--- src/ittc_pkg.sv ---
// Purpose: Shared constants and types of the I2C target transfer engine
// Assumes: 32-bit AXI4-Lite register bus, word aligned registers
// Notes:   Offsets are byte addresses
package ittc_pkg;
  localparam int unsigned ADDR_W        = 6;
  localparam int unsigned CTRL_W        = 6;
  localparam int unsigned FLAG_W        = 6;
  localparam logic [5:0]  OFS_CTRL      = 6'h00;
  localparam logic [5:0]  OFS_ADDR      = 6'h04;
  localparam logic [5:0]  OFS_TXD       = 6'h08;
  localparam logic [5:0]  OFS_RXD       = 6'h0C;
  localparam logic [5:0]  OFS_STAT      = 6'h10;
  localparam logic [5:0]  OFS_ASTAT     = 6'h14;
  // control_register fields
  localparam int unsigned CB_MOD_EN     = 0;
  localparam int unsigned CB_COMM_EN    = 1;
  localparam int unsigned CB_STRETCH    = 2;
  localparam int unsigned CB_ASYNC_EN   = 3;
  localparam int unsigned CB_NAK_REPLY  = 4;
  localparam int unsigned CB_TX_CLR     = 5;
  // bus_status_register fields
  localparam int unsigned SB_ASYNC      = 0;
  localparam int unsigned SB_UDF        = 1;
  localparam int unsigned SB_MNAK       = 2;
  localparam int unsigned SB_MISMATCH   = 3;
  localparam int unsigned SB_OVF        = 4;
  localparam int unsigned SB_STOP       = 5;
  localparam logic [5:0]  RST_CTRL      = 6'h00;
  localparam logic [6:0]  RST_OWN_ADDR  = 7'h00;
  localparam logic [7:0]  RST_DATA      = 8'h00;
  localparam logic [3:0]  BITS_PER_BYTE = 4'h8;
  localparam logic [1:0]  RESP_OKAY     = 2'h0;
  localparam logic [1:0]  RESP_SLVERR   = 2'h2;

  typedef enum logic [3:0] {
    ST_OFF, ST_IDLE, ST_ADDR, ST_AACK, ST_TX, ST_TACK, ST_TSTALL,
    ST_RX, ST_RSTALL, ST_RACK, ST_SKIP
  } ittc_state_e;

  function automatic logic ittc_mapped(input logic [5:0] a);
    return (a == OFS_CTRL) || (a == OFS_ADDR) || (a == OFS_TXD) ||
           (a == OFS_RXD) || (a == OFS_STAT) || (a == OFS_ASTAT);
  endfunction
endpackage

--- src/ittc_regbus_if.sv ---
// Purpose: Register access carrier between bus slave and core
// Assumes: Single clock, rd_data combinational from rd_addr
// Notes:   wr_en and rd_en are one-cycle pulses
`timescale 1ns/1ps
`default_nettype none
interface ittc_regbus_if;
  logic        wr_en;
  logic [5:0]  wr_addr;
  logic [31:0] wr_data;
  logic [3:0]  wr_strb;
  logic        wr_ok;
  logic        rd_en;
  logic [5:0]  rd_addr;
  logic [31:0] rd_data;
  logic        rd_ok;
  modport bus  (output wr_en, wr_addr, wr_data, wr_strb, rd_en, rd_addr,
                input wr_ok, rd_data, rd_ok);
  modport regs (input wr_en, wr_addr, wr_data, wr_strb, rd_en, rd_addr,
                output wr_ok, rd_data, rd_ok);
endinterface
`default_nettype wire

--- src/ittc_axil_slave.sv ---
// Purpose: AXI4-Lite slave front end for the register file
// Assumes: One write and one read outstanding at most
// Notes:   Unmapped or misaligned addresses answer SLVERR
`timescale 1ns/1ps
`default_nettype none
module ittc_axil_slave
  import ittc_pkg::*;
(
  input  wire logic              aclk,
  input  wire logic              aresetn,
  input  wire logic [ADDR_W-1:0] s_axi_awaddr,
  input  wire logic              s_axi_awvalid,
  output logic                   s_axi_awready,
  input  wire logic [31:0]       s_axi_wdata,
  input  wire logic [3:0]        s_axi_wstrb,
  input  wire logic              s_axi_wvalid,
  output logic                   s_axi_wready,
  output logic [1:0]             s_axi_bresp,
  output logic                   s_axi_bvalid,
  input  wire logic              s_axi_bready,
  input  wire logic [ADDR_W-1:0] s_axi_araddr,
  input  wire logic              s_axi_arvalid,
  output logic                   s_axi_arready,
  output logic [31:0]            s_axi_rdata,
  output logic [1:0]             s_axi_rresp,
  output logic                   s_axi_rvalid,
  input  wire logic              s_axi_rready,
  ittc_regbus_if.bus             rb
);
  typedef struct packed {
    logic        aw_h;
    logic [5:0]  aw_a;
    logic        w_h;
    logic [31:0] w_d;
    logic [3:0]  w_s;
    logic        bvalid;
    logic [1:0]  bresp;
    logic        rvalid;
    logic [31:0] rdata;
    logic [1:0]  rresp;
  } ittc_axi_s;

  ittc_axi_s r, n;

  assign s_axi_awready = !r.aw_h && !r.bvalid;
  assign s_axi_wready  = !r.w_h && !r.bvalid;
  assign s_axi_arready = !r.rvalid;
  assign s_axi_bvalid  = r.bvalid;
  assign s_axi_bresp   = r.bresp;
  assign s_axi_rvalid  = r.rvalid;
  assign s_axi_rdata   = r.rdata;
  assign s_axi_rresp   = r.rresp;
  assign rb.wr_addr    = r.aw_a;
  assign rb.wr_data    = r.w_d;
  assign rb.wr_strb    = r.w_s;
  assign rb.rd_addr    = s_axi_araddr;

  always_comb begin
    n        = r;
    rb.wr_en = 1'b0;
    rb.rd_en = 1'b0;
    if (s_axi_awvalid && s_axi_awready) begin
      n.aw_h = 1'b1;
      n.aw_a = s_axi_awaddr;
    end
    if (s_axi_wvalid && s_axi_wready) begin
      n.w_h = 1'b1;
      n.w_d = s_axi_wdata;
      n.w_s = s_axi_wstrb;
    end
    // Commit only once both halves are held, response a cycle later
    if (r.aw_h && r.w_h) begin
      rb.wr_en = 1'b1;
      n.aw_h   = 1'b0;
      n.w_h    = 1'b0;
      n.bvalid = 1'b1;
      n.bresp  = rb.wr_ok ? RESP_OKAY : RESP_SLVERR;
    end
    if (r.bvalid && s_axi_bready) begin
      n.bvalid = 1'b0;
    end
    if (r.rvalid && s_axi_rready) begin
      n.rvalid = 1'b0;
    end
    if (s_axi_arvalid && s_axi_arready) begin
      rb.rd_en = 1'b1;
      n.rvalid = 1'b1;
      n.rdata  = rb.rd_ok ? rb.rd_data : 32'h0000_0000;
      n.rresp  = rb.rd_ok ? RESP_OKAY : RESP_SLVERR;
    end
  end

  always_ff @(posedge aclk) begin
    if (!aresetn) begin
      r <= '0;
    end else begin
      r <= n;
    end
  end
endmodule // ittc_axil_slave
`default_nettype wire

--- src/ittc_core.sv ---
// Purpose: I2C target transfer engine with AXI4-Lite registers
// Assumes: aclk at least eight times the SCL rate during transfers
// Notes:   Bus lines are open drain, oe high pulls the line low
//
// Implementation choices: the register offsets and register access over AXI4-Lite.
`timescale 1ns/1ps
`default_nettype none
// Summary of operation
// - Module enable arms start detection
// - Own address matched gets ACK, direction followed
// - Comm disabled: own address gets NAK
// - Busy, addressed, direction tracked per frame
// - Async detect hit: flag, NAK, write-one clear
// - Transmit empty sets on load, clears on write
// - Transmit data discarded while async detect on
// - Stale byte sent; clear bit empties buffer
// - Missing byte resends old data, flags underflow
// - Stretching holds SCL until write or read
// - Bits out MSB first, ninth clock samples ACK
// - Master NAK flagged, no stretch after NAK
// - Driven bit compared with line, mismatch flagged
// - Receive eight bits, load, set receive ready
// - Unread byte overwritten sets overflow flag
// - NAK reply bit chooses byte answer
// - Stop when addressed: flag, release, reinitialise
// - Stretching only when its enable is set
// - Any status flag sets summary bit
module ittc_core
  import ittc_pkg::*;
(
  input  wire logic              aclk,
  input  wire logic              aresetn,
  input  wire logic [ADDR_W-1:0] s_axi_awaddr,
  input  wire logic              s_axi_awvalid,
  output logic                   s_axi_awready,
  input  wire logic [31:0]       s_axi_wdata,
  input  wire logic [3:0]        s_axi_wstrb,
  input  wire logic              s_axi_wvalid,
  output logic                   s_axi_wready,
  output logic [1:0]             s_axi_bresp,
  output logic                   s_axi_bvalid,
  input  wire logic              s_axi_bready,
  input  wire logic [ADDR_W-1:0] s_axi_araddr,
  input  wire logic              s_axi_arvalid,
  output logic                   s_axi_arready,
  output logic [31:0]            s_axi_rdata,
  output logic [1:0]             s_axi_rresp,
  output logic                   s_axi_rvalid,
  input  wire logic              s_axi_rready,
  input  wire logic              serial_clock_pin_i,
  output logic                   serial_clock_pin_o,
  output logic                   serial_clock_pin_oe,
  input  wire logic              serial_data_pin_i,
  output logic                   serial_data_pin_o,
  output logic                   serial_data_pin_oe
);
  typedef struct packed {
    ittc_state_e       state;
    logic [CTRL_W-1:0] ctl;
    logic [6:0]        own;
    logic [7:0]        tx_buf;
    logic              tx_full;
    logic              tx_empty;
    logic [7:0]        rx_data;
    logic              rx_ready;
    logic [FLAG_W-1:0] flags;
    logic [7:0]        shreg;
    logic [3:0]        cnt;
    logic              busy;
    logic              addressed;
    logic              dir;
    logic              sda_oe;
    logic              scl_oe;
    logic              scl_q;
    logic              sda_q;
  } ittc_core_s;

  ittc_core_s    r, n;
  ittc_regbus_if rb ();
  logic [1:0]    pins_s;
  logic          scl_s, sda_s;
  logic          start_c, stop_c, rise_c, fall_c;
  logic          go_tx, load_c, rxload_c, txwr_c, summary;

  ittc_axil_slave u_axil (
    .aclk          (aclk),
    .aresetn       (aresetn),
    .s_axi_awaddr  (s_axi_awaddr),
    .s_axi_awvalid (s_axi_awvalid),
    .s_axi_awready (s_axi_awready),
    .s_axi_wdata   (s_axi_wdata),
    .s_axi_wstrb   (s_axi_wstrb),
    .s_axi_wvalid  (s_axi_wvalid),
    .s_axi_wready  (s_axi_wready),
    .s_axi_bresp   (s_axi_bresp),
    .s_axi_bvalid  (s_axi_bvalid),
    .s_axi_bready  (s_axi_bready),
    .s_axi_araddr  (s_axi_araddr),
    .s_axi_arvalid (s_axi_arvalid),
    .s_axi_arready (s_axi_arready),
    .s_axi_rdata   (s_axi_rdata),
    .s_axi_rresp   (s_axi_rresp),
    .s_axi_rvalid  (s_axi_rvalid),
    .s_axi_rready  (s_axi_rready),
    .rb            (rb)
  );

  ittc_pin_sync #(.W(2)) u_sync (
    .aclk    (aclk),
    .aresetn (aresetn),
    .d       ({serial_clock_pin_i, serial_data_pin_i}),
    .q       (pins_s)
  );

  assign scl_s   = pins_s[1];
  assign sda_s   = pins_s[0];
  assign start_c = r.scl_q && scl_s && r.sda_q && !sda_s;
  assign stop_c  = r.scl_q && scl_s && !r.sda_q && sda_s;
  assign rise_c  = !r.scl_q && scl_s;
  assign fall_c  = r.scl_q && !scl_s;
  assign summary = |r.flags;
  assign txwr_c  = rb.wr_en && rb.wr_ok && rb.wr_strb[0] && (rb.wr_addr == OFS_TXD);

  assign serial_clock_pin_o  = 1'b0;
  assign serial_data_pin_o   = 1'b0;
  assign serial_clock_pin_oe = r.scl_oe;
  assign serial_data_pin_oe  = r.sda_oe;

  assign rb.wr_ok = ittc_mapped(rb.wr_addr);
  assign rb.rd_ok = ittc_mapped(rb.rd_addr);

  always_comb begin
    case (rb.rd_addr)
      OFS_CTRL:  rb.rd_data = {26'h0, r.ctl};
      OFS_ADDR:  rb.rd_data = {25'h0, r.own};
      OFS_TXD:   rb.rd_data = {24'h0, r.tx_buf};
      OFS_RXD:   rb.rd_data = {24'h0, r.rx_data};
      OFS_STAT:  rb.rd_data = {24'h0, summary, 1'b0, r.flags};
      OFS_ASTAT: rb.rd_data = {27'h0, r.rx_ready, r.tx_empty, r.dir, r.addressed, r.busy};
      default:   rb.rd_data = 32'h0000_0000;
    endcase
  end

  always_comb begin
    n        = r;
    go_tx    = 1'b0;
    load_c   = 1'b0;
    rxload_c = 1'b0;
    n.scl_q  = scl_s;
    n.sda_q  = sda_s;
    if (rb.wr_en && rb.wr_ok && rb.wr_strb[0]) begin
      case (rb.wr_addr)
        OFS_CTRL: n.ctl = rb.wr_data[CTRL_W-1:0];
        OFS_ADDR: n.own = rb.wr_data[6:0];
        OFS_TXD: begin
          // Data written during async detection is discarded
          if (!r.ctl[CB_ASYNC_EN]) begin
            n.tx_buf  = rb.wr_data[7:0];
            n.tx_full = 1'b1;
          end
          n.tx_empty = 1'b0;
        end
        OFS_STAT: n.flags = r.flags & ~rb.wr_data[FLAG_W-1:0];
        default: ;
      endcase
    end
    if (rb.rd_en && rb.rd_ok && rb.rd_addr == OFS_RXD) begin
      n.rx_ready = 1'b0;
    end
    if (r.ctl[CB_TX_CLR]) begin
      n.tx_buf  = RST_DATA;
      n.tx_full = 1'b0;
    end
    if (!r.ctl[CB_MOD_EN]) begin
      n.state     = ST_OFF;
      n.busy      = 1'b0;
      n.addressed = 1'b0;
      n.sda_oe    = 1'b0;
    end else if (stop_c) begin
      if (r.addressed) begin
        n.flags[SB_STOP] = 1'b1;
      end
      n.busy      = 1'b0;
      n.addressed = 1'b0;
      n.sda_oe    = 1'b0;
      n.state     = ST_IDLE;
    end else if (start_c) begin
      // Repeated start ends the current selection too
      if (r.addressed) begin
        n.flags[SB_STOP] = 1'b1;
      end
      n.busy      = 1'b1;
      n.addressed = 1'b0;
      n.sda_oe    = 1'b0;
      n.cnt       = 4'h0;
      n.state     = ST_ADDR;
    end else begin
      case (r.state)
        ST_OFF: n.state = ST_IDLE;
        ST_IDLE, ST_SKIP: ;
        ST_ADDR: begin
          if (rise_c) begin
            n.shreg = {r.shreg[6:0], sda_s};
            n.cnt   = r.cnt + 4'h1;
          end else if (fall_c && r.cnt == BITS_PER_BYTE) begin
            n.cnt   = 4'h0;
            n.state = ST_SKIP;
            if (r.shreg[7:1] == r.own) begin
              if (r.ctl[CB_ASYNC_EN]) begin
                n.flags[SB_ASYNC] = 1'b1;
              end else if (r.ctl[CB_COMM_EN]) begin
                n.addressed = 1'b1;
                n.dir       = r.shreg[0];
                n.sda_oe    = 1'b1;
                n.state     = ST_AACK;
              end
            end
          end
        end
        ST_AACK: begin
          if (fall_c) begin
            n.sda_oe = 1'b0;
            if (r.dir) begin
              go_tx = 1'b1;
            end else begin
              n.state = ST_RX;
            end
          end
        end
        ST_TX: begin
          if (rise_c) begin
            if (sda_s != r.shreg[7]) begin
              n.flags[SB_MISMATCH] = 1'b1;
            end
            n.cnt = r.cnt + 4'h1;
          end else if (fall_c) begin
            if (r.cnt == BITS_PER_BYTE) begin
              n.sda_oe = 1'b0;
              n.state  = ST_TACK;
            end else begin
              n.shreg  = {r.shreg[6:0], 1'b0};
              n.sda_oe = !r.shreg[6];
            end
          end
        end
        ST_TACK: begin
          if (rise_c && sda_s) begin
            n.flags[SB_MNAK] = 1'b1;
            n.state          = ST_SKIP;
          end else if (fall_c) begin
            go_tx = 1'b1;
          end
        end
        ST_TSTALL: go_tx = 1'b1;
        ST_RX: begin
          if (rise_c) begin
            n.shreg = {r.shreg[6:0], sda_s};
            n.cnt   = r.cnt + 4'h1;
          end else if (fall_c && r.cnt == BITS_PER_BYTE) begin
            rxload_c = 1'b1;
            n.rx_data  = r.shreg;
            n.rx_ready = 1'b1;
            if (n.rx_ready && r.rx_ready) begin
              n.flags[SB_OVF] = 1'b1;
            end
            n.sda_oe = !r.ctl[CB_NAK_REPLY];
            n.cnt    = 4'h0;
            n.state  = r.ctl[CB_STRETCH] ? ST_RSTALL : ST_RACK;
          end
        end
        ST_RSTALL: begin
          if (!r.rx_ready || !r.ctl[CB_STRETCH]) begin
            n.state = ST_RACK;
          end
        end
        ST_RACK: begin
          if (fall_c) begin
            n.sda_oe = 1'b0;
            n.state  = ST_RX;
          end
        end
        default: n.state = ST_IDLE;
      endcase
    end
    if (go_tx) begin
      // A write in this very cycle is taken by the load
      if (n.tx_full || !r.ctl[CB_STRETCH]) begin
        load_c     = 1'b1;
        n.shreg    = n.tx_buf;
        n.sda_oe   = !n.tx_buf[7];
        n.tx_empty = 1'b1;
        n.tx_full  = 1'b0;
        n.cnt   = 4'h0;
        n.state = ST_TX;
      end else begin
        n.state = ST_TSTALL;
      end
    end
    if (!n.tx_full && load_c && !r.tx_full && !txwr_c) begin
      n.flags[SB_UDF] = 1'b1;
    end
    n.scl_oe = (n.state == ST_TSTALL) || (n.state == ST_RSTALL);
  end

  always_ff @(posedge aclk) begin
    if (!aresetn) begin
      r         <= '0;
      r.ctl     <= RST_CTRL;
      r.own     <= RST_OWN_ADDR;
      r.tx_buf  <= RST_DATA;
      r.rx_data <= RST_DATA;
      r.scl_q   <= 1'b1;
      r.sda_q   <= 1'b1;
    end else begin
      r <= n;
    end
  end

  chk_busy_on_start: assert property (@(posedge aclk) disable iff (!aresetn)
    r.ctl[CB_MOD_EN] && start_c |=> r.busy) else $error("busy not set on start");
  chk_stop_release: assert property (@(posedge aclk) disable iff (!aresetn)
    r.ctl[CB_MOD_EN] && stop_c && r.addressed |=> r.flags[SB_STOP] && !r.busy
    && !r.addressed && !r.sda_oe && !r.scl_oe) else $error("stop not handled");
  chk_addr_needs_comm: assert property (@(posedge aclk) disable iff (!aresetn)
    $rose(r.addressed) |-> $past(r.ctl[CB_COMM_EN]) && !$past(r.ctl[CB_ASYNC_EN])
    && r.sda_oe) else $error("address answered while disabled");
  chk_async_nak: assert property (@(posedge aclk) disable iff (!aresetn)
    $rose(r.flags[SB_ASYNC]) |-> !r.sda_oe && !r.addressed && summary)
    else $error("async hit not answered with NAK");
  chk_txe_write: assert property (@(posedge aclk) disable iff (!aresetn)
    txwr_c && !load_c |=> !r.tx_empty) else $error("tx empty not cleared");
  chk_rx_overflow: assert property (@(posedge aclk) disable iff (!aresetn)
    rxload_c && r.rx_ready |=> r.flags[SB_OVF] && r.rx_ready)
    else $error("overflow not flagged");
  chk_nak_reply: assert property (@(posedge aclk) disable iff (!aresetn)
    rxload_c |=> r.sda_oe == !$past(r.ctl[CB_NAK_REPLY]))
    else $error("wrong byte answer");
  chk_no_stretch: assert property (@(posedge aclk) disable iff (!aresetn)
    !r.ctl[CB_STRETCH] && !$past(r.ctl[CB_STRETCH]) |-> !r.scl_oe)
    else $error("stretch while disabled");
  chk_load_bit: assert property (@(posedge aclk) disable iff (!aresetn)
    load_c |=> r.tx_empty && r.sda_oe == !r.shreg[7] && r.cnt == 4'h0)
    else $error("load did not drive MSB");
  chk_rx_read: assert property (@(posedge aclk) disable iff (!aresetn)
    rb.rd_en && rb.rd_addr == OFS_RXD && !rxload_c |=> !r.rx_ready)
    else $error("read did not clear rx ready");
endmodule // ittc_core
`default_nettype wire

--- src/ittc_pin_sync.sv ---
// Purpose: Two-stage synchroniser for bus line inputs
// Assumes: Inputs asynchronous to aclk
// Notes:   First stage feeds only the second
`timescale 1ns/1ps
`default_nettype none
module ittc_pin_sync #(
  parameter int unsigned W = 2
) (
  input  wire logic         aclk,
  input  wire logic         aresetn,
  input  wire logic [W-1:0] d,
  output logic      [W-1:0] q
);
  typedef struct packed {
    logic [W-1:0] s1;
    logic [W-1:0] s2;
  } ittc_sync_s;

  ittc_sync_s r, n;

  always_comb begin
    n    = r;
    n.s1 = d;
    n.s2 = r.s1;
  end

  assign q = r.s2;

  // Idle bus lines are high, so reset to high
  always_ff @(posedge aclk) begin
    if (!aresetn) begin
      r <= '1;
    end else begin
      r <= n;
    end
  end
endmodule // ittc_pin_sync
`default_nettype wire

--- config.mk ---
export PLATFORM = sky130hd
export DESIGN_NAME = ittc_core
export DESIGN_NICKNAME = d
export VERILOG_FILES = /design/src/ittc_pkg.sv /design/src/ittc_regbus_if.sv /design/src/ittc_axil_slave.sv /design/src/ittc_core.sv /design/src/ittc_pin_sync.sv
export SDC_FILE = /design/constraint.sdc
export NUM_CORES = 1
export LEC_CHECK = 0
export ABC_CLOCK_PERIOD_IN_PS = 2500
export BUFFER_PORTS_ARGS = -buffer_cell sky130_fd_sc_hd__buf_2
export CORE_MARGIN = 1
export CORE_UTILIZATION = 49
export CTS_CLUSTER_DIAMETER = 30
export CTS_CLUSTER_SIZE = 20
export DETAILED_ROUTE_END_ITERATION = 10
export HOLD_SLACK_MARGIN = 0.06
export PLACE_DENSITY = 0.88
export REMOVE_ABC_BUFFERS = 1
export SLEW_MARGIN = 20
export SYNTH_ARGS = -nofsm -noshare
export SYNTH_HDL_FRONTEND = slang
export SYNTH_SLANG_ARGS = --single-unit
--- constraint.sdc ---
create_clock -name aclk -period 2.5 [get_ports aclk]
set_clock_uncertainty 0.2 [all_clocks]
set_input_delay 0.75 -clock aclk [delete_from_list [all_inputs] [get_ports aclk]]
set_output_delay 0.75 -clock aclk [all_outputs]
set_load 0.01 [all_outputs]
-- Yosys cells after proc, flatten, opt, wreduce, memory -nomap -nowiden
Cells that the tools add are included.
- add/subtract/negate cells: 1
- equality and inequality tests: 25
- multiplexer cells: 106
- bitwise operators: 8
- reduce and logical (&&, ||, !) cells: 73
- operator list (operator ; count):
    $mux 4 ; 23
    $mux 1 ; 53
    $pmux 8 s6 ; 1
    $mux 8 ; 5
    $mux 35 ; 1
    $pmux 4 s8 ; 1
    $mux 9 ; 3
    $mux 13 ; 2
    $logic_and 1x1->1 ; 25
    $eq 6x4->1 const B ; 4
    $eq 6x5->1 const B ; 4
    $mux 12 ; 2
    $pmux 12 s2 ; 1
    $eq 4x3->1 const B ; 5
    $eq 4x4->1 const B ; 5
    $mux 10 ; 2
    $logic_not 1->1 ; 16
    $logic_or 1x1->1 ; 13
    $eq 6x3->1 const B ; 2
    $logic_not 6->1 ; 2
    $mux 6 ; 2
    $reduce_and 6->1 ; 2
    $mux 2 ; 5
    $reduce_and 9->1 ; 1
    other kinds (18) ; 33
- register bits: 120
- input port bits: 57
- output and inout port bits: 45

-- Longest topological paths before layout
- depth after elaboration: 19
- depth in mapped cells: 9
- gate-level depth less buffers: 8

-- By module
From an unflattened synthesis, not the netlist that was laid out.
- cell total of the unflattened synthesis: 850
- area total of the unflattened synthesis: 7249.5 sq um
- by module, submodules not included (module ; times used ; cells each ; area an instance (sq um) ; sequential area each (sq um)):
    ittc_axil_slave ; 1 ; 440 ; 3646.0 ; 1601.5
    ittc_core ; 1 ; 402 ; 3498.4 ; 1221.2
    ittc_pin_sync ; 1 ; 8 ; 105.1 ; 80.1

-- Least setup slack after synthesis
Ideal clock, no wire load.
- kind: input-to-reg
- start point: input s_axi_araddr[3]
- end point: register u_axil.r (netlist bit u_axil.s_axi_rdata[5])
- data arrival time: 2184 ps
- data required time: 2172 ps
- setup slack: -12 ps
- stages: 7
- buffers on the path: 2
- cells stage by stage: clkbuf_1 -> clkbuf_1 -> mux2_2 -> a22oi_1 -> o32ai_1 -> a22oi_1 -> nor2_1
- longest elaborated chain between the ends: 7
- ends and longest elaborated chain (what ; RTL line ; text):
    start: declaration ; ittc_core.sv:43 ; input wire logic [ADDR_W-1:0] s_axi_araddr,
    $eq 6x3->1 or $logic_not 6->1 (tied branches) ; ittc_pkg.sv:41, ittc_core.sv:133 ;
    $logic_or 1x1->1 (3 in a row) ; ittc_pkg.sv:41 ; return (a == OFS_CTRL) || (a == OFS_ADDR) || (a == OFS_TXD) ||
    $logic_or 1x1->1 (2 in a row) ; ittc_pkg.sv:42 ; (a == OFS_RXD) || (a == OFS_STAT) || (a == OFS_ASTAT);
    $mux 8 * ; ittc_axil_slave.sv:88 ; n.rdata = rb.rd_ok ? rb.rd_data : 32'h0000_0000;
    end signal: assignment ; ittc_axil_slave.sv:97 ; r <= n;
    end: declaration ; ittc_axil_slave.sv:43 ; ittc_axi_s r, n;
Every way passes the cells marked *; elsewhere a longest branch is shown, timed or not.
A chain may end at the register's enable or synchronous reset.

-- Worst setup path after layout
- start point: register r[1] (netlist bit)
- end point: register r (netlist bit serial_clock_pin_oe)
- longest elaborated chain between the ends: 11
- ends and longest elaborated chain (what ; RTL line ; text):
    start: declaration ; ittc_core.sv:78 ; ittc_core_s r, n;
    start signal: assignment ; ittc_core.sv:315 ; r <= n;
    $logic_and 1x1->1 or $logic_not 1->1 (tied branches) ; ittc_core.sv:120, ittc_core.sv:119 ;
    $logic_and 1x1->1, on equally long branches ; ittc_core.sv:205, ittc_core.sv:259, ittc_core.sv:119 ;
    $mux 4, or another cell as far along ; ittc_core.sv:259 ; end else if (fall_c && r.cnt == BITS_PER_BYTE) begin
    $mux 4, or another cell as far along ; ittc_core.sv:256 ; if (rise_c) begin
    $pmux 4 s8 or $pmux 1 s3 (tied branches) ; ittc_core.sv:198 ; case (r.state)
    $mux 4 or $mux 1 (tied branches) ; ittc_core.sv:187 ; end else if (start_c) begin
    $mux 4 or $mux 1 (tied branches) ; ittc_core.sv:179 ; end else if (stop_c) begin
    $mux 4 or $mux 1 (tied branches) ; ittc_core.sv:174 ; if (!r.ctl[CB_MOD_EN]) begin
    $mux 4 * ; ittc_core.sv:285 ; if (go_tx) begin
    $eq 4x3->1 or $eq 4x4->1 (tied branches) ; ittc_core.sv:302 ; n.scl_oe = (n.state == ST_TSTALL) || (n.state == ST_RSTALL);
    $logic_or 1x1->1 * ; ittc_core.sv:302 ;
Marked as above.

==> flow_metrics.env <==
export IMPL_status="finished, final reports clean"
export IMPL_reg2reg_to="serial_clock_pin_oe"
export IMPL_cts_inserted_buffers=9
export IMPL_grt_usage_pct=24.1
export IMPL_portBuffers=46
export IMPL_grt_max_degree=37
export IMPL_arrival_ns=2.43
export IMPL_min_period_ns=2.39
export IMPL_diodes=0
export IMPL_remaining_drc_errors=0
export IMPL_grt_pass1_wl_um=19100
export IMPL_final_cells=749
export IMPL_grt_pass1_vias=3881
export IMPL_synth_edf_count=0
export IMPL_holdWs_ns=0.202
export IMPL_place_hpwl_um=8750
export IMPL_vias=4162
export IMPL_yosys_area_top_type="dfxtp_1"
export IMPL_clkLatencyLatePin_ns=0.37
export IMPL_critPathCaptureType="flop"
export IMPL_die_area_sq_mm=0.0102
export IMPL_cts_sinks=94
export IMPL_power_mw=2.82
export IMPL_use_met1_pct=32.7
export IMPL_cp_endpoint="serial_clock_pin_oe"
export IMPL_p_int_mw=2.10
export IMPL_final_area_sq_mm=0.00537
export IMPL_pwr_share_clk_pct=37.6
export IMPL_grt_ovfl_total=0
export IMPL_cts_root_buf="clkbuf_8"
export IMPL_pwr_share_seq_pct=55.1
export IMPL_place_ws_ns=0.0741
export IMPL_rsz0062_at_grt="false"
export IMPL_htreeDepth=3
export IMPL_coreArea_sq_mm=0.00933
export IMPL_path_clk_slew_ns=0.10
export IMPL_synth_area_sq_mm=0.00478
export IMPL_top_usage_layer="met2"
export IMPL_critPathRequiredTime_ns=2.54
export IMPL_r2r_start="r[1]"
export IMPL_synth_top_cell_area_share_pct=39.4
export IMPL_synth_avg_cell_area_sq_um=8.53
export IMPL_fin_nets=674
export IMPL_start_util_pct=51.2
export IMPL_yosysUniqueCellTypes=63
export IMPL_synth_yosys_warnings=0
export IMPL_drt_total_wl_um=11600
export IMPL_first_iter_violations=414
export IMPL_std_cell_rows=35
export IMPL_final_layout_size_suffix_gt1_share_pct=19.7
export IMPL_finalMaxSlewViolations=0
export IMPL_synthTopCellsByArea="dfxtp_1 39%, mux2i_1 8.2%, buf_4 6.1%, nand2_1 5.3%, nor2_1 5.3%"
export IMPL_fin_ws_ns=0.114
export IMPL_rr_worst_depth=7
export IMPL_synthFlopType="dfxtp_1"
export IMPL_io_pins=102
export IMPL_critPathLaunch="r[1]"
export IMPL_gp_routability_congestion=0.941
export IMPL_max_freq_mhz=419
export IMPL_cts_tree="built"
export IMPL_vdd_drop_max_uv=401
export IMPL_ys_seq_area_share_pct=39.4
export IMPL_viasPerCell=5.56
export IMPL_num_fill_cells=855
export IMPL_ant_nets=0
export IMPL_first_pass_iters=5
export IMPL_wl_per_cell_um=15.5
export IMPL_clk_path_buf_depth=2
export IMPL_p_sw_uw=721
export IMPL_layout_common_cells="94 x dfxtp_1, 68 x nand2_1, 66 x nor2_1"
export IMPL_ctsHoldBuffers=0
export IMPL_r2r_slack_ns=0.11
export IMPL_regArea_sq_mm=0.00188
export IMPL_path_max_fanout=6
export IMPL_final_setup_viol_count=0
export IMPL_final_common_cell="dfxtp_1"
export IMPL_worstSetupPathType="flop to flop"
export IMPL_netSwitchingFraction_pct=25.5
export IMPL_use_met2_pct=38.9
export IMPL_hold_class="flop to flop"
export IMPL_placed_area_sq_mm=0.00515
export IMPL_fp_dieH_um=101
export IMPL_antenna_found_initial=0
export IMPL_start_kind="flop"
export IMPL_place_inst=733
export IMPL_syn_inst=560
export IMPL_hold_path_startpoint="u_sync.n[1]"
export IMPL_grt_met3_usage_pct=4.16
export IMPL_die_w_um=101
export IMPL_combPwrFrac_pct=7.3
export IMPL_p_per_area_mw_per_mm2=526
export IMPL_synth_seq_cells=94
export IMPL_ys_async_sr_fraction_pct=0
export IMPL_period_share_pct=95.4
export IMPL_syn_to_final_growth_pct=12.3
export IMPL_p_leak_nw=2.10
export IMPL_multi_input_area_sq_mm=0.00255
export IMPL_final_hold_viol_count=0
export IMPL_max_cap_violations=0
[how the worst min path moves through the flow]
stage,to,slack (ns),cells after the start
final,u_sync.q[1],0.20,1
after CTS,u_sync.q[1],0.21,1
after global placement,u_sync.q[1],0.19,1
after global routing,u_sync.q[1],0.23,1
after detailed placement,u_sync.q[1],0.20,1
after floorplan,u_sync.q[0],0.19,1
[logic make-up after synthesis]
group,count (synthesis),share of synthesized area (%)
AOI/OAI and AO/OA,113,15.5
xor gates and xnor gates,10,1.83
adders and majority gates,2,0.523
buffers and inverters,79,9.63
DFF,94,39.4
muxes,47,11.2
other,1,0.0785
and+or+nand+nor,214,21.8
[synthesized netlist by cell type (10+ instances only)]
cell / n
dfxtp_1: 94
nor2_1: 67
mux2i_1: 39
nor3_1: 12
nand2b_1: 14
buf_4: 39
a21oi_1: 42
clkbuf_1: 21
a22oi_1: 10
inv_1: 12
o21ai_0: 12
nand2_1: 68
[per-stage QoR]
stage	setup TNS (ns)	util (%)
floorplan	-0.486	-
detailed placement	0	55.2
CTS	0	57.4
global placement	0	55.2
global route	0	57.5
finish	0	57.5
[layout make-up]
type / count / share of cell area (%)
inverter: 14 / 0.979
clock buffer: 11 / 2.63
timing repair buffer: 82 / 9.56
multi-input combinational: 414 / 47.6
sequential: 94 / 35.1
clock inverter: 5 / 1.19
tap: 129 / 3.01
[power by group through the flow]
stage	clock network [mW]	logic, mW	registers (mW)
floorplan	0	0.122	1.58
CTS	1.07	0.205	1.55
detailed placement	0	0.204	1.59
global route	1.12	0.229	1.56
finish	1.06	0.206	1.56
global placement	0	0.198	1.59
[flip-flops by register name (all words and copies together) (netlist names)]
name	count
r	59
serial_clock_pin_oe	1
serial_data_pin_oe	1
u_axil.r	2
u_axil.rb.wr_addr	6
u_axil.rb.wr_data	8
u_axil.rb.wr_strb	1
u_axil.s_axi_bresp	1
u_axil.s_axi_bvalid	1
u_axil.s_axi_rdata	8
u_axil.s_axi_rresp	1
u_axil.s_axi_rvalid	1
u_sync.n	2
u_sync.q	2
[timing repair]
action | in CTS | in global routing
setup buffers | 0 | 0
resized for setup | 0 | 5
setup endpoints to repair | 0 | 17
[critical path, cell delays in order, from the launching register on]
cell	delay [ns]
dfxtp_1	0.34
buf_4	0.13
nor2b_1	0.30
and4_2	0.36
o41ai_1	0.12
a311oi_1	0.34
a21oi_1	0.07
a2111oi_0	0.41
[layer usage]
layer | up-vias | part of all wire, % | routed length (um)
met5 | - | 0 | 0
met4 | 0 | 1.9 | 217
met3 | 21 | 7.0 | 817
met2 | 190 | 46 | 5400
met1 | 1941 | 45 | 5200
li1 | 2010 | - | -
No activity file was read; power rests on OpenSTA's default activity.
